[config.mk]
export PLATFORM = sky130hd
export DESIGN_NAME = bars_seq
export DESIGN_NICKNAME = d
export VERILOG_FILES = /design/src/core/bars_pkg.sv /design/src/core/bars_seq.sv /design/src/core/bars_timer.sv /design/src/core/bars_open_watch.sv
export VERILOG_INCLUDE_DIRS = /design/src /design/src/core
export SDC_FILE = /design/constraint.sdc
export NUM_CORES = 1
export LEC_CHECK = 0
export BUFFER_PORTS_ARGS = -buffer_cell sky130_fd_sc_hd__buf_2
export CORE_MARGIN = 2
export CORE_UTILIZATION = 55
export CTS_CLUSTER_SIZE = 16
export DETAILED_ROUTE_END_ITERATION = 16
export MAX_ROUTING_LAYER = met4
export PLACE_DENSITY = 0.85
export SLEW_MARGIN = 20
export SYNTH_ARGS = -nofsm -noshare
export SYNTH_HDL_FRONTEND = slang
export SYNTH_SLANG_ARGS = --single-unit
[constraint.sdc]
create_clock -name clock -period 7.18 [get_ports clock]
set_input_delay 0.718 -clock clock [delete_from_list [all_inputs] [get_ports clock]]
set_output_delay 0.718 -clock clock [all_outputs]
set_load 0.02 [all_outputs]
[src/core/bars_regs.svh]
// constants of the autoreclose sequencer
// Notes on behaviour
// - initiate enters in-progress, flag latched until close/lockout
// - first shot times single-pole or three-pole dead time
// - dead time end closes breaker per order
// - three-pole initiates latched until close/lockout/reset
// - pause freezes dead timers, resume via delayed
// - pause forces three-pole trip
// - 1.25 cycles into single-pole dead time forces three-pole
// - each reclose counts; nonzero count forces three-pole
// - initiate at max shots gives lockout
// - close starts reset timer; expiry resets, clears count
// - out-of-service breaker ignored; open in-service breaker locks out
// - reset timer stopped by initiate, lockout, manual close
// - order 1-2: transfer timer closes breaker two
// - close failure locks out or continues, decrementing count
// - incomplete-sequence timer expiry before close locks out
// - inhibit input while in progress locks out
// - three-pole initiate on the first shot in the single-pole and 3PA programs locks out
// - lockout held until reset, manual close, ten seconds closed
// - open breaker without in-progress for 30 ms inhibits close
// - shots after the first are three-pole
`ifndef BARS_REGS_SVH
`define BARS_REGS_SVH
`define BARS_TW 16
`define BARS_SHOT_W 3
`define BARS_CLK_NS 5
`define BARS_OPEN_WIN_NS 30000000
`define BARS_OPEN_WIN_CYC (`BARS_OPEN_WIN_NS / `BARS_CLK_NS)
`define BARS_PROG_BOTH 2'h0
`define BARS_PROG_SINGLE 2'h1
`define BARS_PROG_3PA 2'h2
`define BARS_PROG_3PB 2'h3
`define BARS_ORD_ONE 2'h0
`define BARS_ORD_TWO 2'h1
`define BARS_ORD_12 2'h2
`define BARS_ORD_21 2'h3
`endif

[src/core/bars_pkg.sv]
// types of the autoreclose sequencer
package bars_pkg;
    typedef enum logic [2:0] {
        BARS_RESET = 3'h0,
        BARS_DEAD = 3'h1,
        BARS_CLOSE = 3'h3,
        BARS_XFER = 3'h2,
        BARS_WAITRST = 3'h6,
        BARS_LOCK = 3'h7
    } bars_state_t;
    typedef enum logic [1:0] {
        BARS_DT_SP = 2'h0,
        BARS_DT_3P1 = 2'h1,
        BARS_DT_3P2 = 2'h3
    } bars_dt_t;
endpackage

[src/core/bars_seq.sv]
// autoreclose sequencer top
`timescale 1ns/1ps
`include "bars_regs.svh"
module bars_seq
    import bars_pkg::*;
(
    // clock and reset
    input wire logic clock,
    input wire logic sys_rst,
    input wire logic tick,
    // initiates and controls (pins)
    input wire logic singlePoleInitiate,
    input wire logic threePoleInitiate,
    input wire logic threePoleDelayedInitiate,
    input wire logic cycleFreezeInput,
    input wire logic schemeInhibitInput,
    input wire logic manualCloseInput,
    input wire logic resetInput,
    // breaker status (pins)
    input wire logic bkr1Closed,
    input wire logic bkr2Closed,
    input wire logic bkr1AnyOpen,
    input wire logic bkr2AnyOpen,
    input wire logic bkr1OutOfService,
    input wire logic bkr2OutOfService,
    // settings
    input wire logic [1:0] recloseProgramSetting,
    input wire logic [1:0] breakerOrderSetting,
    input wire logic [`BARS_SHOT_W-1:0] maxShotsSetting,
    input wire logic closeFailPolicy,
    input wire logic [`BARS_TW-1:0] singlePoleDeadTime,
    input wire logic [`BARS_TW-1:0] threePoleDeadTimeFirst,
    input wire logic [`BARS_TW-1:0] threePoleDeadTimeDelayed,
    input wire logic [`BARS_TW-1:0] resetTime,
    input wire logic [`BARS_TW-1:0] transferTime,
    input wire logic [`BARS_TW-1:0] incompleteTime,
    input wire logic [`BARS_TW-1:0] closeFailTime,
    input wire logic [`BARS_TW-1:0] lockoutReleaseTime,
    input wire logic [`BARS_TW-1:0] forceTripDelay,
    // outputs
    output logic recloseInProgressFlag,
    output logic closeBreakerOneCmd,
    output logic closeBreakerTwoCmd,
    output logic forceThreePoleTrip,
    output logic [`BARS_SHOT_W-1:0] shotCounter,
    output logic lockoutState,
    output logic resetState
);
    // two-stage synchronisers for all pin inputs
    localparam int NIN = 14;
    logic [NIN-1:0] raw, s1_q, s2_q;
    assign raw = {singlePoleInitiate, threePoleInitiate, threePoleDelayedInitiate, cycleFreezeInput,
                  schemeInhibitInput, manualCloseInput, resetInput, bkr1Closed, bkr2Closed,
                  bkr1AnyOpen, bkr2AnyOpen, bkr1OutOfService, bkr2OutOfService, tick};
    always_ff @(posedge clock) begin
        if (sys_rst) begin
            s1_q <= '0;
            s2_q <= '0;
        end else begin
            s1_q <= raw;
            s2_q <= s1_q;
        end
    end
    logic spI, tpI, tdI, pause, blk, manCl, rstIn, c1, c2, o1, o2, oos1, oos2, tk;
    assign {spI, tpI, tdI, pause, blk, manCl, rstIn, c1, c2, o1, o2, oos1, oos2, tk} = s2_q;

    logic anyInit;
    assign anyInit = spI | tpI | tdI;

    // sequencer state
    bars_state_t st_q, st_d;
    bars_dt_t dt_q, dt_d;
    logic [`BARS_SHOT_W-1:0] shot_q, shot_d;
    logic rip_q, rip_d, cl1_q, cl1_d, cl2_q, cl2_d;
    logic tpl_q, tpl_d, f3p_q, f3p_d, paused_q, paused_d, second_q, second_d;

    // timers
    logic deadRun, deadDone, rstRun, rstDone, xferRun, xferDone, incRun, incDone;
    logic failRun, failDone, relRun, relDone, spRun, spDone;
    logic [`BARS_TW-1:0] deadLim;
    logic inh1, inh2;

    always_comb begin
        case (dt_q)
            BARS_DT_SP: deadLim = singlePoleDeadTime;
            BARS_DT_3P1: deadLim = threePoleDeadTimeFirst;
            default: deadLim = threePoleDeadTimeDelayed;
        endcase
    end

    assign deadRun = (st_q == BARS_DEAD);
    assign rstRun = (st_q == BARS_WAITRST) && !anyInit && !manCl;
    assign xferRun = (st_q == BARS_XFER) && !anyInit;
    assign incRun = rip_q && (st_q == BARS_DEAD);
    assign failRun = (st_q == BARS_CLOSE);
    assign relRun = (st_q == BARS_LOCK) && (c1 || c2);
    assign spRun = deadRun && (dt_q == BARS_DT_SP);

    bars_timer u_dead (.clock(clock), .sys_rst(sys_rst), .tick(tk), .run(deadRun), .hold(pause),
        .limit(deadLim), .done(deadDone));
    bars_timer u_rst (.clock(clock), .sys_rst(sys_rst), .tick(tk), .run(rstRun), .hold(1'b0),
        .limit(resetTime), .done(rstDone));
    bars_timer u_xfer (.clock(clock), .sys_rst(sys_rst), .tick(tk), .run(xferRun), .hold(1'b0),
        .limit(transferTime), .done(xferDone));
    bars_timer u_inc (.clock(clock), .sys_rst(sys_rst), .tick(tk), .run(incRun), .hold(1'b0),
        .limit(incompleteTime), .done(incDone));
    bars_timer u_fail (.clock(clock), .sys_rst(sys_rst), .tick(tk), .run(failRun), .hold(1'b0),
        .limit(closeFailTime), .done(failDone));
    bars_timer u_rel (.clock(clock), .sys_rst(sys_rst), .tick(tk), .run(relRun), .hold(1'b0),
        .limit(lockoutReleaseTime), .done(relDone));
    bars_timer u_sp (.clock(clock), .sys_rst(sys_rst), .tick(tk), .run(spRun), .hold(1'b0),
        .limit(forceTripDelay), .done(spDone));

    bars_open_watch u_ow1 (.clock(clock), .sys_rst(sys_rst), .anyOpen(o1), .closed(c1),
        .inProgress(rip_q), .inhibit(inh1));
    bars_open_watch u_ow2 (.clock(clock), .sys_rst(sys_rst), .anyOpen(o2), .closed(c2),
        .inProgress(rip_q), .inhibit(inh2));

    // first breaker to close for the chosen order
    function automatic logic firstIsTwo(input logic [1:0] ord);
        firstIsTwo = (ord == `BARS_ORD_TWO) || (ord == `BARS_ORD_21);
    endfunction
    function automatic logic sequential(input logic [1:0] ord);
        sequential = (ord == `BARS_ORD_12) || (ord == `BARS_ORD_21);
    endfunction

    logic firstClosed, secondClosed, goLock;

    // next-state logic; lockout takes priority over everything but reset
    always_comb begin
        st_d = st_q;
        dt_d = dt_q;
        shot_d = shot_q;
        rip_d = rip_q;
        cl1_d = cl1_q;
        cl2_d = cl2_q;
        tpl_d = tpl_q | tpI | tdI;
        f3p_d = f3p_q;
        paused_d = paused_q | pause;
        second_d = second_q;
        goLock = 1'b0;
        firstClosed = firstIsTwo(breakerOrderSetting) ? c2 : c1;
        secondClosed = firstIsTwo(breakerOrderSetting) ? c1 : c2;
        case (st_q)
            BARS_RESET, BARS_WAITRST, BARS_XFER: begin
                if (anyInit) begin
                    if (shot_q == maxShotsSetting) begin
                        goLock = 1'b1;
                    end else if ((tpI || tdI) && shot_q == '0 && (recloseProgramSetting == `BARS_PROG_SINGLE
                            || recloseProgramSetting == `BARS_PROG_3PA)) begin
                        goLock = 1'b1;
                    end else begin
                        st_d = BARS_DEAD;
                        rip_d = 1'b1;
                        paused_d = pause;
                        if (shot_q != '0 || tdI) begin
                            dt_d = BARS_DT_3P2;
                        end else if (tpI || recloseProgramSetting == `BARS_PROG_3PA
                                || recloseProgramSetting == `BARS_PROG_3PB) begin
                            dt_d = BARS_DT_3P1;
                        end else begin
                            dt_d = BARS_DT_SP;
                        end
                    end
                end else if (st_q == BARS_XFER && xferDone) begin
                    st_d = BARS_CLOSE;
                    second_d = 1'b1;
                    if (firstIsTwo(breakerOrderSetting)) cl1_d = 1'b1;
                    else cl2_d = 1'b1;
                end else if (st_q == BARS_WAITRST && rstDone) begin
                    if ((c1 || oos1) && (c2 || oos2)) begin
                        st_d = BARS_RESET;
                        shot_d = '0;
                        f3p_d = 1'b0;
                    end else begin
                        goLock = 1'b1;
                    end
                end
            end
            BARS_DEAD: begin
                if (blk || incDone) begin
                    goLock = 1'b1;
                end else if (paused_q && !pause && dt_q != BARS_DT_3P2) begin
                    dt_d = BARS_DT_3P2;
                end else if (deadDone) begin
                    st_d = BARS_CLOSE;
                    rip_d = 1'b0;
                    tpl_d = 1'b0;
                    shot_d = shot_q + `BARS_SHOT_W'(1);
                    second_d = 1'b0;
                    if (breakerOrderSetting == `BARS_ORD_ONE || breakerOrderSetting == `BARS_ORD_12 ||
                            breakerOrderSetting == `BARS_ORD_21 && 1'b0) cl1_d = !inh1;
                    if (breakerOrderSetting == `BARS_ORD_TWO || breakerOrderSetting == `BARS_ORD_21) cl2_d = !inh2;
                    if (!sequential(breakerOrderSetting) && breakerOrderSetting == `BARS_ORD_ONE) cl2_d = 1'b0;
                end
            end
            BARS_CLOSE: begin
                if (cl1_q && c1) cl1_d = 1'b0;
                if (cl2_q && c2) cl2_d = 1'b0;
                if (!second_q && sequential(breakerOrderSetting) && firstClosed) begin
                    st_d = BARS_XFER;
                end else if ((second_q || !sequential(breakerOrderSetting)) &&
                        ((second_q ? secondClosed : firstClosed))) begin
                    st_d = BARS_WAITRST;
                end else if (failDone || (!cl1_q && !cl2_q)) begin
                    if (sequential(breakerOrderSetting) && !second_q && closeFailPolicy) begin
                        st_d = BARS_XFER;
                        shot_d = shot_q - `BARS_SHOT_W'(1);
                        cl1_d = 1'b0;
                        cl2_d = 1'b0;
                    end else begin
                        goLock = 1'b1;
                    end
                end
            end
            BARS_LOCK: begin
                // a three-pole initiate still standing after lockout must not re-arm the latch
                tpl_d = 1'b0;
                if (manCl || relDone) begin
                    st_d = BARS_RESET;
                    shot_d = '0;
                    f3p_d = 1'b0;
                end
            end
            default: st_d = BARS_RESET;
        endcase
        if (spDone || (shot_d != '0 && st_d != BARS_RESET)) f3p_d = 1'b1;
        if (goLock) begin
            st_d = BARS_LOCK;
            rip_d = 1'b0;
            cl1_d = 1'b0;
            cl2_d = 1'b0;
            tpl_d = 1'b0;
            f3p_d = 1'b0;
        end
        if (rstIn) begin
            st_d = BARS_RESET;
            shot_d = '0;
            rip_d = 1'b0;
            cl1_d = 1'b0;
            cl2_d = 1'b0;
            tpl_d = 1'b0;
            f3p_d = 1'b0;
        end
    end

    always_ff @(posedge clock) begin
        if (sys_rst) begin
            st_q <= BARS_RESET;
            dt_q <= BARS_DT_SP;
            shot_q <= '0;
            rip_q <= 1'b0;
            cl1_q <= 1'b0;
            cl2_q <= 1'b0;
            tpl_q <= 1'b0;
            f3p_q <= 1'b0;
            paused_q <= 1'b0;
            second_q <= 1'b0;
        end else begin
            st_q <= st_d;
            dt_q <= dt_d;
            shot_q <= shot_d;
            rip_q <= rip_d;
            cl1_q <= cl1_d;
            cl2_q <= cl2_d;
            tpl_q <= tpl_d;
            f3p_q <= f3p_d;
            paused_q <= paused_d;
            second_q <= second_d;
        end
    end

    // three-pole trip also forced by pause, three-pole programs and nonzero count
    assign forceThreePoleTrip = f3p_q | (pause && rip_q) | (shot_q != '0)
        | (recloseProgramSetting == `BARS_PROG_3PA) | (recloseProgramSetting == `BARS_PROG_3PB)
        | (st_q == BARS_LOCK);
    assign recloseInProgressFlag = rip_q;
    assign closeBreakerOneCmd = cl1_q;
    assign closeBreakerTwoCmd = cl2_q;
    assign shotCounter = shot_q;
    assign lockoutState = (st_q == BARS_LOCK);
    assign resetState = (st_q == BARS_RESET);

    property p_lock_clear;
        @(posedge clock) disable iff (sys_rst) (st_q == BARS_LOCK) |-> !rip_q && !cl1_q && !cl2_q;
    endproperty
    a_lock_clear: assert property (p_lock_clear) else $error("outputs active in lockout");
    property p_shot_force;
        @(posedge clock) disable iff (sys_rst)
            (shot_q != '0 && st_q != BARS_RESET && st_q != BARS_LOCK) |-> f3p_q;
    endproperty
    a_shot_force: assert property (p_shot_force) else $error("no forced trip with shots");
    property p_max_lock;
        @(posedge clock) disable iff (sys_rst)
            (st_q inside {BARS_RESET, BARS_WAITRST, BARS_XFER} && anyInit && shot_q == maxShotsSetting && !rstIn)
            |=> st_q == BARS_LOCK;
    endproperty
    a_max_lock: assert property (p_max_lock) else $error("max shots did not lock out");
    property p_block_lock;
        @(posedge clock) disable iff (sys_rst) (st_q == BARS_DEAD && blk && !rstIn) |=> st_q == BARS_LOCK;
    endproperty
    a_block_lock: assert property (p_block_lock) else $error("block did not lock out");
    property p_dead_close;
        @(posedge clock) disable iff (sys_rst)
            (st_q == BARS_DEAD && deadDone && !blk && !incDone && !rstIn && !paused_q) |=> st_q == BARS_CLOSE;
    endproperty
    a_dead_close: assert property (p_dead_close) else $error("dead time end did not close");
    property p_reset_clears;
        @(posedge clock) disable iff (sys_rst) rstIn |=> shot_q == '0 && st_q == BARS_RESET;
    endproperty
    a_reset_clears: assert property (p_reset_clears) else $error("reset did not clear");
    property p_rst_stop;
        @(posedge clock) disable iff (sys_rst) (st_q == BARS_WAITRST && anyInit && !rstIn) |=> st_q != BARS_RESET;
    endproperty
    a_rst_stop: assert property (p_rst_stop) else $error("reset timer ran with initiate");
    property p_man_release;
        @(posedge clock) disable iff (sys_rst) (st_q == BARS_LOCK && manCl) |=> st_q == BARS_RESET;
    endproperty
    a_man_release: assert property (p_man_release) else $error("manual close kept lockout");
    property p_tpl_lock;
        @(posedge clock) disable iff (sys_rst) (st_q == BARS_LOCK) |-> !tpl_q;
    endproperty
    a_tpl_lock: assert property (p_tpl_lock) else $error("three-pole latch held in lockout");
endmodule

[src/core/bars_timer.sv]
// tick-driven timer with programmable terminal count
`timescale 1ns/1ps
`include "bars_regs.svh"
module bars_timer (
    // clock and reset
    input wire logic clock,
    input wire logic sys_rst,
    // control
    input wire logic tick,
    input wire logic run,
    input wire logic hold,
    input wire logic [`BARS_TW-1:0] limit,
    // status
    output logic done
);
    logic [`BARS_TW-1:0] cnt_q, cnt_d;
    logic done_q, done_d;

    // a stopped timer restarts from zero; hold keeps the count
    always_comb begin
        cnt_d = cnt_q;
        done_d = done_q;
        if (!run) begin
            cnt_d = '0;
            done_d = 1'b0;
        end else if (tick && !hold && !done_q) begin
            if (cnt_q >= limit) begin
                done_d = 1'b1;
            end else begin
                cnt_d = cnt_q + `BARS_TW'(1);
            end
        end
    end

    always_ff @(posedge clock) begin
        if (sys_rst) begin
            cnt_q <= '0;
            done_q <= 1'b0;
        end else begin
            cnt_q <= cnt_d;
            done_q <= done_d;
        end
    end

    assign done = done_q & run;
endmodule

[src/core/bars_open_watch.sv]
// breaker open before fault detector
`timescale 1ns/1ps
`include "bars_regs.svh"
module bars_open_watch (
    // clock and reset
    input wire logic clock,
    input wire logic sys_rst,
    // breaker state
    input wire logic anyOpen,
    input wire logic closed,
    input wire logic inProgress,
    // result
    output logic inhibit
);
    logic [23:0] cnt_q, cnt_d;
    logic inh_q, inh_d;

    // count open time without in-progress; the window is fixed, not tick based
    always_comb begin
        cnt_d = cnt_q;
        inh_d = inh_q;
        if (closed) begin
            inh_d = 1'b0;
            cnt_d = '0;
        end else if (!anyOpen || inProgress) begin
            cnt_d = '0;
        end else if (cnt_q >= 24'(`BARS_OPEN_WIN_CYC)) begin
            inh_d = 1'b1;
        end else begin
            cnt_d = cnt_q + 24'h000001;
        end
    end

    always_ff @(posedge clock) begin
        if (sys_rst) begin
            cnt_q <= '0;
            inh_q <= 1'b0;
        end else begin
            cnt_q <= cnt_d;
            inh_q <= inh_d;
        end
    end

    assign inhibit = inh_q;

    property p_inh_clear;
        @(posedge clock) disable iff (sys_rst) closed |=> !inhibit;
    endproperty
    a_inh_clear: assert property (p_inh_clear) else $error("inhibit kept after close");
endmodule

==> impl_metrics.env, run 1 <==
export IMPL_die_h_microns=158
export IMPL_ir_worst_vdd_mv=0.160
export IMPL_fin_skew_ns=0.0143
export IMPL_critPathLaunchType="register"
export IMPL_fillerInstances=1979
export IMPL_nets=2036
export IMPL_io_pins=177
export IMPL_max_slew_margin=0.324
export IMPL_ys_flop_type="dfxtp_1"
export IMPL_synth_avg_cell_area_sq_um=8.14
export IMPL_final_cells=2077
export IMPL_crit_top_cell="a21oi_1"
export IMPL_finalCriticalPeriod_ns=3.62
export IMPL_ys_top_cells_by_area="dfxtp_1 33%, ha_1 12%, a21oi_1 5.2%"
export IMPL_grt_start_max_net_pins=44
export IMPL_fp_coreArea_sq_mm=0.0233
export IMPL_rrSetupSlack_ns=3.56
export IMPL_grt_setup_unrepaired="false"
export IMPL_timing_hold_ws_ns=0.420
export IMPL_grt_pass1_wl_microns=51000
export IMPL_worstPathMaxFanout=19
export IMPL_reg2reg_depth=11
export IMPL_start_util=0.556
export IMPL_rows=56
export IMPL_setup_violations=0
export IMPL_clk_latency_ns=0.51
export IMPL_hold_viol=0
export IMPL_worstPathArrival_ns=4.05
export IMPL_max_stage_delay_ns=0.98
export IMPL_finalCritPeriodShare=0.504
export IMPL_cts_hold_fix_buffers=0
export IMPL_path_cells="mux2i_1 > nor2_1 > a21oi_1 > ha_1 > a211oi_1 > o21ai_0 > a2111oi_1 > o21a_2 > o2111ai_2 > or3_1 > a21oi_1"
export IMPL_hp_start="bkr2OutOfService"
export IMPL_hold_path_depth=2
export IMPL_crit_family="compound AO/OA/AOI/OAI gates"
export IMPL_grt_use_met2=0.418
export IMPL_maxSlewViolCount=0
export IMPL_cts_buffers=24
export IMPL_yosysWarnings=0
export IMPL_ant_nets=0
export IMPL_met1_usage=0.313
export IMPL_die_area_sq_mm=0.0248
export IMPL_powerDensity_mw_per_mm2=194
export IMPL_cts_root_buffer="clkbuf_16"
export IMPL_rr_startpoint="dt_q[0]"
export IMPL_hold_class="in -> reg"
export IMPL_crit_slowest_cell="dfxtp_1"
export IMPL_cts_tree="done"
export IMPL_dpl_hpwl_microns=23100
export IMPL_drt_pass1_iter_count=5
export IMPL_fmax_ghz=0.276
export IMPL_clk_pin_slew_ns=0.06
export IMPL_drive_above_1_share=0.138
export IMPL_cts_sinks=211
export IMPL_grt_usage=0.251
export IMPL_synth_top_area_share=0.326
export IMPL_end_kind="register"
export IMPL_worstSetupPathType="reg -> reg"
export IMPL_htreeDepth=1
export IMPL_cts_setup_buffers=0
export IMPL_ys_types=76
export IMPL_wl_microns=31000
export IMPL_drv_cap=0
export IMPL_synth_edf_count=0
export IMPL_routedWlPerCell_microns=14.9
export IMPL_overflow=0
export IMPL_whs_endpoint="s1_q[1]"
export IMPL_place_gp_congestion=0.949
export IMPL_synth_seq_cells=211
export IMPL_required_ns=7.61
export IMPL_async_reset_ff_frac=0
export IMPL_grt_pass1_vias=11200
export IMPL_drcViolationCount=0
export IMPL_die_x_microns=158
export IMPL_leakage_uw=0.00630
export IMPL_cts_max_path_buffers=3
export IMPL_syn2layout_area_growth_pct=15.8
export IMPL_top_usage_layer="met2"
export IMPL_synth_seq_area_share=0.326
export IMPL_outcome="complete, no violations"
export IMPL_synth_cell_area_sq_mm=0.0130
export IMPL_syn_inst=1592
export IMPL_io_buffers=176
export IMPL_vias_per_cell=5.82
export IMPL_synth_largest_area_cell="dfxtp_1"
export IMPL_vias=12100
export IMPL_syn_num_nets=1888
export IMPL_worst_path_buf_inv=0
export IMPL_dp_cells=2033
export IMPL_cts_resized=0
export IMPL_final_cell_mix="211 x dfxtp_1, 176 x buf_2, 148 x nor2_1"
export IMPL_drtIter0Drc=726
export IMPL_antenna_found_initial=2
export IMPL_totalPowerFinal_uw=2900
export IMPL_final_common_cell="dfxtp_1"
export IMPL_grtUsageMet3=0.0424
export IMPL_tns_ns=0
export IMPL_worstMarginPinSlew_ns=1.01
export IMPL_reg2reg_to="u_dead.cnt_q[15]"
[layer usage]
| layer | vias up | part of all wire | wire (microns) |
|---|---|---|---|
| li1 | 6078 | - | - |
| met1 | 5621 | 0.44 | 13700 |
| met2 | 319 | 0.48 | 14800 |
| met3 | 62 | 0.055 | 1710 |
| met4 | 0 | 0.025 | 781 |
| met5 | - | 0 | 0 |
[how the worst max path moves through the flow]
stage,endpoint,cells past startpoint,startpoint
after global routing,u_dead.cnt_q[15],11,dt_q[0]
after CTS,u_dead.cnt_q[15],11,dt_q[0]
after floorplan,u_dead.cnt_q[10],14,dt_q[0]
after global placement,u_dead.cnt_q[15],11,dt_q[0]
final,u_dead.cnt_q[15],11,dt_q[0]
after detailed placement,u_dead.cnt_q[15],11,dt_q[0]
[cell usage after synthesis (17+ instances only)]
cell and n:
mux2i_1 23, nor2b_1 32, a21o_1 24, nand2_1 87, xor2_1 32, a21oi_1 135
and3_1 33, ha_1 128, nand3_1 70, o31ai_1 41, nor2_1 148, nand4_1 31
a211oi_1 17, dfxtp_1 211, or4_1 42, nor3_1 23, xnor2_1 34, inv_1 136
clkbuf_1 49, or3_1 35, o21ai_0 81
[metrics by stage]
| step | instance area (sq um) | setup WS [ns] | util |
|---|---|---|---|
| floorplan | 13000 | 3.82 | - |
| global placement | 14000 | 3.70 | 0.602 |
| detailed placement | 14000 | 3.56 | 0.602 |
| CTS | 15000 | 3.57 | 0.643 |
| global route | 15000 | 3.25 | 0.643 |
| finish | 15000 | 3.56 | 0.643 |
[cells by family (layout without fill, tap and decap cells)]
| kind of cell | Yosys count | after routing | synth area share |
|---|---|---|---|
| buf+inv | 194 | 358 | 0.0569 |
| simple gates | 564 | 564 | 0.228 |
| flops | 211 | 211 | 0.326 |
| other cells | 0 | 2 | 0 |
| compound gates | 405 | 405 | 0.202 |
| mux | 24 | 24 | 0.0186 |
| xor+xnor | 66 | 66 | 0.0446 |
| fa+ha+maj | 128 | 128 | 0.124 |
[layout make-up]
class,instances,area (sq um),area share
Multi-Input combinational cell,1187,8010,0.534
Sequential cell,211,4220,0.281
Antenna cell,2,5.00,0.000333
Tap cell,319,399,0.0266
Clock buffer,28,657,0.0438
Clock inverter,14,302,0.0201
Inverter,138,518,0.0345
Timing Repair Buffer,178,896,0.0597
[report_power, final]
group	total (uW)	internal, uW	switching [uW]
Combinational	234	105	129
Sequential	1210	1180	27.0
Clock	1460	975	486
Total	2900	2260	642
[flip-flops by register name, summed over array words and instances (netlist names), 2 cells and up]
signal	cells
st_q	3
u_sp.cnt_q	16
dt_q	2
u_fail.cnt_q	16
u_ow2.cnt_q	24
u_dead.cnt_q	16
shotCounter	3
u_inc.cnt_q	16
u_ow1.cnt_q	24
u_rel.cnt_q	16
u_xfer.cnt_q	16
s2_q	14
u_rst.cnt_q	16
s1_q	14
No activity file was read; power rests on OpenSTA's default activity.
==> run 2, diff against run 1 <==
--- a/config.mk
+++ b/config.mk
@@ -6,13 +6,14 @@
 export SDC_FILE = /design/constraint.sdc
 export NUM_CORES = 1
 export LEC_CHECK = 0
+export ABC_AREA = 1
 export BUFFER_PORTS_ARGS = -buffer_cell sky130_fd_sc_hd__buf_2
 export CORE_MARGIN = 2
 export CORE_UTILIZATION = 55
 export CTS_CLUSTER_SIZE = 16
 export DETAILED_ROUTE_END_ITERATION = 16
 export MAX_ROUTING_LAYER = met4
-export PLACE_DENSITY = 0.85
+export PLACE_DENSITY = 0.84
 export SLEW_MARGIN = 20
 export SYNTH_ARGS = -nofsm -noshare
 export SYNTH_HDL_FRONTEND = slang
==> constraint.sdc (replaced) <==
create_clock -name clock -period 3.6 [get_ports clock]
set_input_delay 0.36 -clock clock [delete_from_list [all_inputs] [get_ports clock]]
set_output_delay 0.36 -clock clock [all_outputs]
set_load 0.02 [all_outputs]
==> impl_metrics.env, run 2 <==
export IMPL_outcome="complete, no violations"
export IMPL_routedWlPerCell_microns=13.9
export IMPL_cts_max_path_buffers=3
export IMPL_finalCritPeriodShare=0.865
export IMPL_vias_per_cell=5.48
export IMPL_fin_skew_ns=0.0116
export IMPL_ys_flop_type="dfxtp_1"
export IMPL_die_h_microns=166
export IMPL_die_area_sq_mm=0.0275
export IMPL_max_stage_delay_ns=0.40
export IMPL_synth_avg_cell_area_sq_um=6.92
export IMPL_grt_usage=0.261
export IMPL_grt_pass1_vias=13300
export IMPL_drv_cap=0
export IMPL_ys_top_cells_by_count="405 x nand2_1, 289 x inv_1, 229 x a21oi_1"
export IMPL_end_kind="register"
export IMPL_path_cells="nor2_1 > clkinv_1 > o22ai_1 > o21bai_1 > ha_1 > a21oi_1 > o21ai_0 > a21oi_1 > a21boi_4 > buf_4 > nand3_2 > nand2_1 > a21oi_1"
export IMPL_ys_types=51
export IMPL_synth_seq_area_share=0.294
export IMPL_cts_sinks=211
export IMPL_drive_above_1_share=0.136
export IMPL_syn_num_nets=2375
export IMPL_hold_class="in -> reg"
export IMPL_grt_start_max_net_pins=26
export IMPL_max_slew_margin=0.534
export IMPL_synth_cell_area_sq_mm=0.0144
export IMPL_synth_edf_count=0
export IMPL_htreeDepth=1
export IMPL_maxSlewViolCount=0
export IMPL_largestRegisters="u_ow1.cnt_q: 24 flops, u_ow2.cnt_q: 24 flops"
export IMPL_overflow=0
export IMPL_finalCriticalPeriod_ns=3.12
export IMPL_ir_worst_vdd_mv=0.323
export IMPL_critPathLaunchType="register"
export IMPL_vias=14300
export IMPL_fp_coreArea_sq_mm=0.0258
export IMPL_worstPathMaxFanout=17
export IMPL_totalPowerFinal_uw=5680
export IMPL_syn2layout_area_growth_pct=14.4
export IMPL_timing_hold_ws_ns=0.0429
export IMPL_setup_violations=0
export IMPL_io_pins=177
export IMPL_worstMarginPinSlew_ns=0.697
export IMPL_rows=59
export IMPL_synth_most_common_cell="nand2_1"
export IMPL_cts_resized=0
export IMPL_synth_seq_cells=211
export IMPL_crit_top_cell="a21oi_1"
export IMPL_cts_hold_fix_buffers=0
export IMPL_synth_top_area_share=0.294
export IMPL_die_x_microns=166
export IMPL_start_util=0.557
export IMPL_ant_nets=0
export IMPL_final_common_cell="nand2_1"
export IMPL_drcViolationCount=0
export IMPL_clk_latency_ns=0.51
export IMPL_hold_viol=0
export IMPL_clk_pin_slew_ns=0.06
export IMPL_wl_microns=36300
export IMPL_leakage_uw=0.00693
export IMPL_nets=2545
export IMPL_final_cell_mix="405 x nand2_1, 289 x inv_1, 229 x a21oi_1"
export IMPL_cts_buffers=24
export IMPL_worstSetupPathType="reg -> reg"
export IMPL_io_buffers=176
export IMPL_yosysWarnings=0
export IMPL_syn_inst=2079
export IMPL_drt_pass1_iter_count=5
export IMPL_antenna_found_initial=3
export IMPL_fmax_ghz=0.321
export IMPL_cts_root_buffer="clkbuf_16"
export IMPL_place_gp_congestion=0.973
export IMPL_synth_largest_area_cell="dfxtp_1"
export IMPL_cts_setup_buffers=0
export IMPL_tns_ns=0
export IMPL_worstPathArrival_ns=3.50
export IMPL_dpl_hpwl_microns=27600
export IMPL_cts_tree="done"
export IMPL_drtIter0Drc=1128
export IMPL_powerDensity_mw_per_mm2=345
export IMPL_crit_slowest_cell="clkinv_1"
export IMPL_required_ns=3.99
export IMPL_async_reset_ff_frac=0
export IMPL_ys_top_cells_by_area="dfxtp_1 29%, ha_1 11%, nand2_1 11%"
export IMPL_grt_setup_unrepaired="false"
export IMPL_finish_utilization=0.636
export IMPL_grt_pass1_wl_microns=60500
[run 2: per-stage QoR]
step | std cells | worst slack (ns) | instance area (sq um)
final | 2605 | 0.484 | 16400
after global routing | 2605 | 0.120 | 16400
after CTS | 2602 | 0.515 | 16400
after detailed placement | 2558 | 0.540 | 15500
after global placement | 2558 | 0.654 | 15500
after floorplan | 2079 | 1.09 | 14400
[run 2: cell type report]
| cell class | count | area [sq um] |
|---|---|---|
| antenna | 3 | 7.51 |
| clock buffer | 31 | 708 |
| clock inverter | 13 | 185 |
| fill | 2256 | 9390 |
| inverter | 306 | 1150 |
| multi-input combinational | 1514 | 8750 |
| sequential | 211 | 4220 |
| tap | 335 | 419 |
| timing repair buffer | 192 | 1000 |
[run 2: where the power goes]
group	switching, uW	internal, uW	total, uW
clock network	1010	1680	2690
logic	364	234	598
registers	29.3	2360	2390
[run 2: layer usage]
layer	track usage	vias to the layer above	wire [microns]
li1	-	7276	-
met1	0.325	6445	15800
met2	0.434	479	17000
met3	0.0437	87	2410
met4	0.0790	0	1130
met5	-	-	0
[run 2: worst max-delay path: cells and delay by family (launching register included)]
kind / cells / cell delay, ns
buf+inv: 2 / 0.63
simple gates: 3 / 0.64
fa+ha+maj: 1 / 0.27
flops: 1 / 0.33
compound gates: 7 / 1.12
[run 2: cells by family (layout without fill, tap and decap cells)]
kind of cell,count (synthesis),after routing,share of synthesized area
other,0,3,0
adder cells (fa/ha/maj),128,128,0.111
flip-flops,211,211,0.294
XOR/XNOR,99,99,0.0603
AND/OR/NAND/NOR,942,942,0.305
buffers and inverters,354,542,0.0976
AO/OA/AOI/OAI,345,345,0.132
[run 2: final timing paths]
kind / cells after the start / slack (ns) / to / startpoint
min reg2reg: 2 / 0.40 / s2_q[6] / s1_q[6]
max: 13 / 0.48 / u_dead.cnt_q[2] / dt_q[1]
max reg2reg: 13 / 0.48 / u_dead.cnt_q[2] / dt_q[1]
min: 3 / 0.04 / s1_q[13] / singlePoleInitiate
==> run 3, diff against run 2 <==
--- a/config.mk
+++ b/config.mk
@@ -9,11 +9,12 @@
 export ABC_AREA = 1
 export BUFFER_PORTS_ARGS = -buffer_cell sky130_fd_sc_hd__buf_2
 export CORE_MARGIN = 2
-export CORE_UTILIZATION = 55
+export CORE_UTILIZATION = 40
 export CTS_CLUSTER_SIZE = 16
 export DETAILED_ROUTE_END_ITERATION = 16
 export MAX_ROUTING_LAYER = met4
-export PLACE_DENSITY = 0.84
+export PLACE_DENSITY = 0.67
+export SKIP_LAST_GASP = 1
 export SLEW_MARGIN = 20
 export SYNTH_ARGS = -nofsm -noshare
 export SYNTH_HDL_FRONTEND = slang
==> impl_metrics.env, run 3 (same netlist as run 2, synthesis figures left out) <==
export IMPL_drive_above_1_share=0.136
export IMPL_finalCriticalPeriod_ns=3.08
export IMPL_largestRegisters="u_ow1.cnt_q: 24 flops, u_ow2.cnt_q: 24 flops"
export IMPL_die_h_microns=194
export IMPL_max_slew_margin=0.515
export IMPL_fillerInstances=3614
export IMPL_io_buffers=176
export IMPL_crit_top_cell="nand3_2"
export IMPL_finalCritPeriodShare=0.854
export IMPL_rr_startpoint="dt_q[1]"
export IMPL_pre_cts_ws_ns=0.550
export IMPL_maxSlewViolCount=0
export IMPL_syn2layout_area_growth_pct=15.8
export IMPL_crit_family="simple AND/OR/NAND/NOR gates"
export IMPL_cts_tree="done"
export IMPL_totalPowerFinal_uw=5810
export IMPL_crit_slowest_cell="clkinv_1"
export IMPL_final_area_sq_mm=0.0166
export IMPL_powerDensity_mw_per_mm2=349
export IMPL_ant_nets=0
export IMPL_worstPathMaxFanout=17
export IMPL_grt_pass1_wl_microns=62600
export IMPL_worstPathArrival_ns=3.54
export IMPL_worstMarginPinSlew_ns=0.726
export IMPL_multi_input_area_sq_mm=0.00875
export IMPL_drcViolationCount=0
export IMPL_fmax_ghz=0.325
export IMPL_fp_coreArea_sq_mm=0.0355
export IMPL_rows=69
export IMPL_grt_setup_unrepaired="false"
export IMPL_leakage_uw=0.00696
export IMPL_max_stage_delay_ns=0.43
export IMPL_cp_num_cells=11
export IMPL_regArea_sq_mm=0.00422
export IMPL_hold_path_depth=3
export IMPL_nets=2549
export IMPL_overflow=0
export IMPL_vias_per_cell=5.12
export IMPL_postPlaceCellArea_sq_mm=0.0157
export IMPL_required_ns=4.06
export IMPL_cts_resized=0
export IMPL_cts_hold_fix_buffers=0
export IMPL_cts_root_buffer="clkbuf_16"
export IMPL_vias=14000
export IMPL_grt_usage=0.200
export IMPL_start_util=0.405
export IMPL_drv_cap=0
export IMPL_reg2reg_depth=11
export IMPL_hold_viol=0
export IMPL_cts_buffers=27
export IMPL_io_pins=177
export IMPL_die_area_sq_mm=0.0375
export IMPL_drtIter0Drc=791
export IMPL_end_kind="register"
export IMPL_outcome="complete, no violations"
export IMPL_startpoint="dt_q[1]"
export IMPL_setup_violations=0
export IMPL_path_cells="nor2_1 > clkinv_1 > o22ai_1 > o21bai_1 > ha_1 > nand4_1 > nor3_2 > nand3_2 > nand3_2 > nand2_1 > a21oi_1"
export IMPL_final_common_cell="nand2_1"
export IMPL_htreeDepth=1
export IMPL_cp_endpoint="u_dead.cnt_q[9]"
export IMPL_place_gp_congestion=0.922
export IMPL_finalWorstSetupSlack_ns=0.524
export IMPL_cts_sinks=211
export IMPL_dp_cells=2685
export IMPL_clk_pin_slew_ns=0.06
export IMPL_final_cell_mix="405 x nand2_1, 289 x inv_1, 229 x a21oi_1"
export IMPL_worstSetupPathType="reg -> reg"
export IMPL_tns_ns=0
export IMPL_drt_pass1_iter_count=6
export IMPL_hold_class="in -> reg"
export IMPL_wl_microns=37300
export IMPL_routedWlPerCell_microns=13.6
export IMPL_critPathLaunchType="register"
export IMPL_ir_worst_vdd_mv=0.321
export IMPL_die_x_microns=194
export IMPL_fin_skew_ns=0.0182
export IMPL_clk_latency_ns=0.53
export IMPL_final_cells=2736
export IMPL_rrSetupSlack_ns=0.52
export IMPL_worst_path_buf_inv=1
export IMPL_dpl_hpwl_microns=28800
export IMPL_grt_start_max_net_pins=33
export IMPL_cts_max_path_buffers=3
export IMPL_reg2reg_to="u_dead.cnt_q[9]"
export IMPL_grt_pass1_vias=13200
export IMPL_cts_setup_buffers=0
export IMPL_antenna_found_initial=3
run 3: worst register-to-register path, stage by stage (launching register included):
cell,delay (ns)
dfxtp_1,0.33
nor2_1,0.16
clkinv_1,0.43
o22ai_1,0.27
o21bai_1,0.15
ha_1,0.18
nand4_1,0.13
nor3_2,0.28
nand3_2,0.39
nand3_2,0.43
nand2_1,0.09
a21oi_1,0.15
run 3: stage by stage:
stage          utilization  hold WS (ns)
6_report             0.469        0.0316
5_1_grt              0.469        0.0415
4_1_cts              0.469        0.0116
3_5_place_dp         0.443         0.393
3_3_place_gp         0.443         0.390
2_1_floorplan            -         0.388
run 3: power breakdown:
| group | leakage, uW | internal [uW] | switching, uW |
|---|---|---|---|
| Sequential | 0.00171 | 2360 | 26.9 |
| Clock | 0.000459 | 1760 | 1060 |
| Combinational | 0.00480 | 234 | 372 |
| Total | 0.00696 | 4360 | 1460 |
run 3: area by class of cell:
| class | count | area share |
|---|---|---|
| antenna | 4 | 0.000601 |
| multi-input combinational | 1514 | 0.526 |
| clock buffer | 35 | 0.0454 |
| inverter | 306 | 0.0690 |
| clock inverter | 12 | 0.0104 |
| timing repair buffer | 193 | 0.0606 |
| sequential | 211 | 0.254 |
| tap | 461 | 0.0346 |
run 3: how the worst min path moves through the flow:
stage,startpoint,to,slack [ns]
after floorplan,s1_q[0],s2_q[0],0.39
after global placement,s1_q[3],s2_q[3],0.39
after detailed placement,s1_q[8],s2_q[8],0.39
after CTS,singlePoleInitiate,s1_q[13],0.01
after global routing,bkr1Closed,s1_q[6],0.04
final,singlePoleInitiate,s1_q[13],0.03
run 3: metal layers:
layer  track usage  wire (microns)  vias up
met1         0.265           17400     6307
met5             -               0        -
met4        0.0500             812        0
li1              -               -     7298
met3        0.0317            2150       59
met2         0.319           17000      331
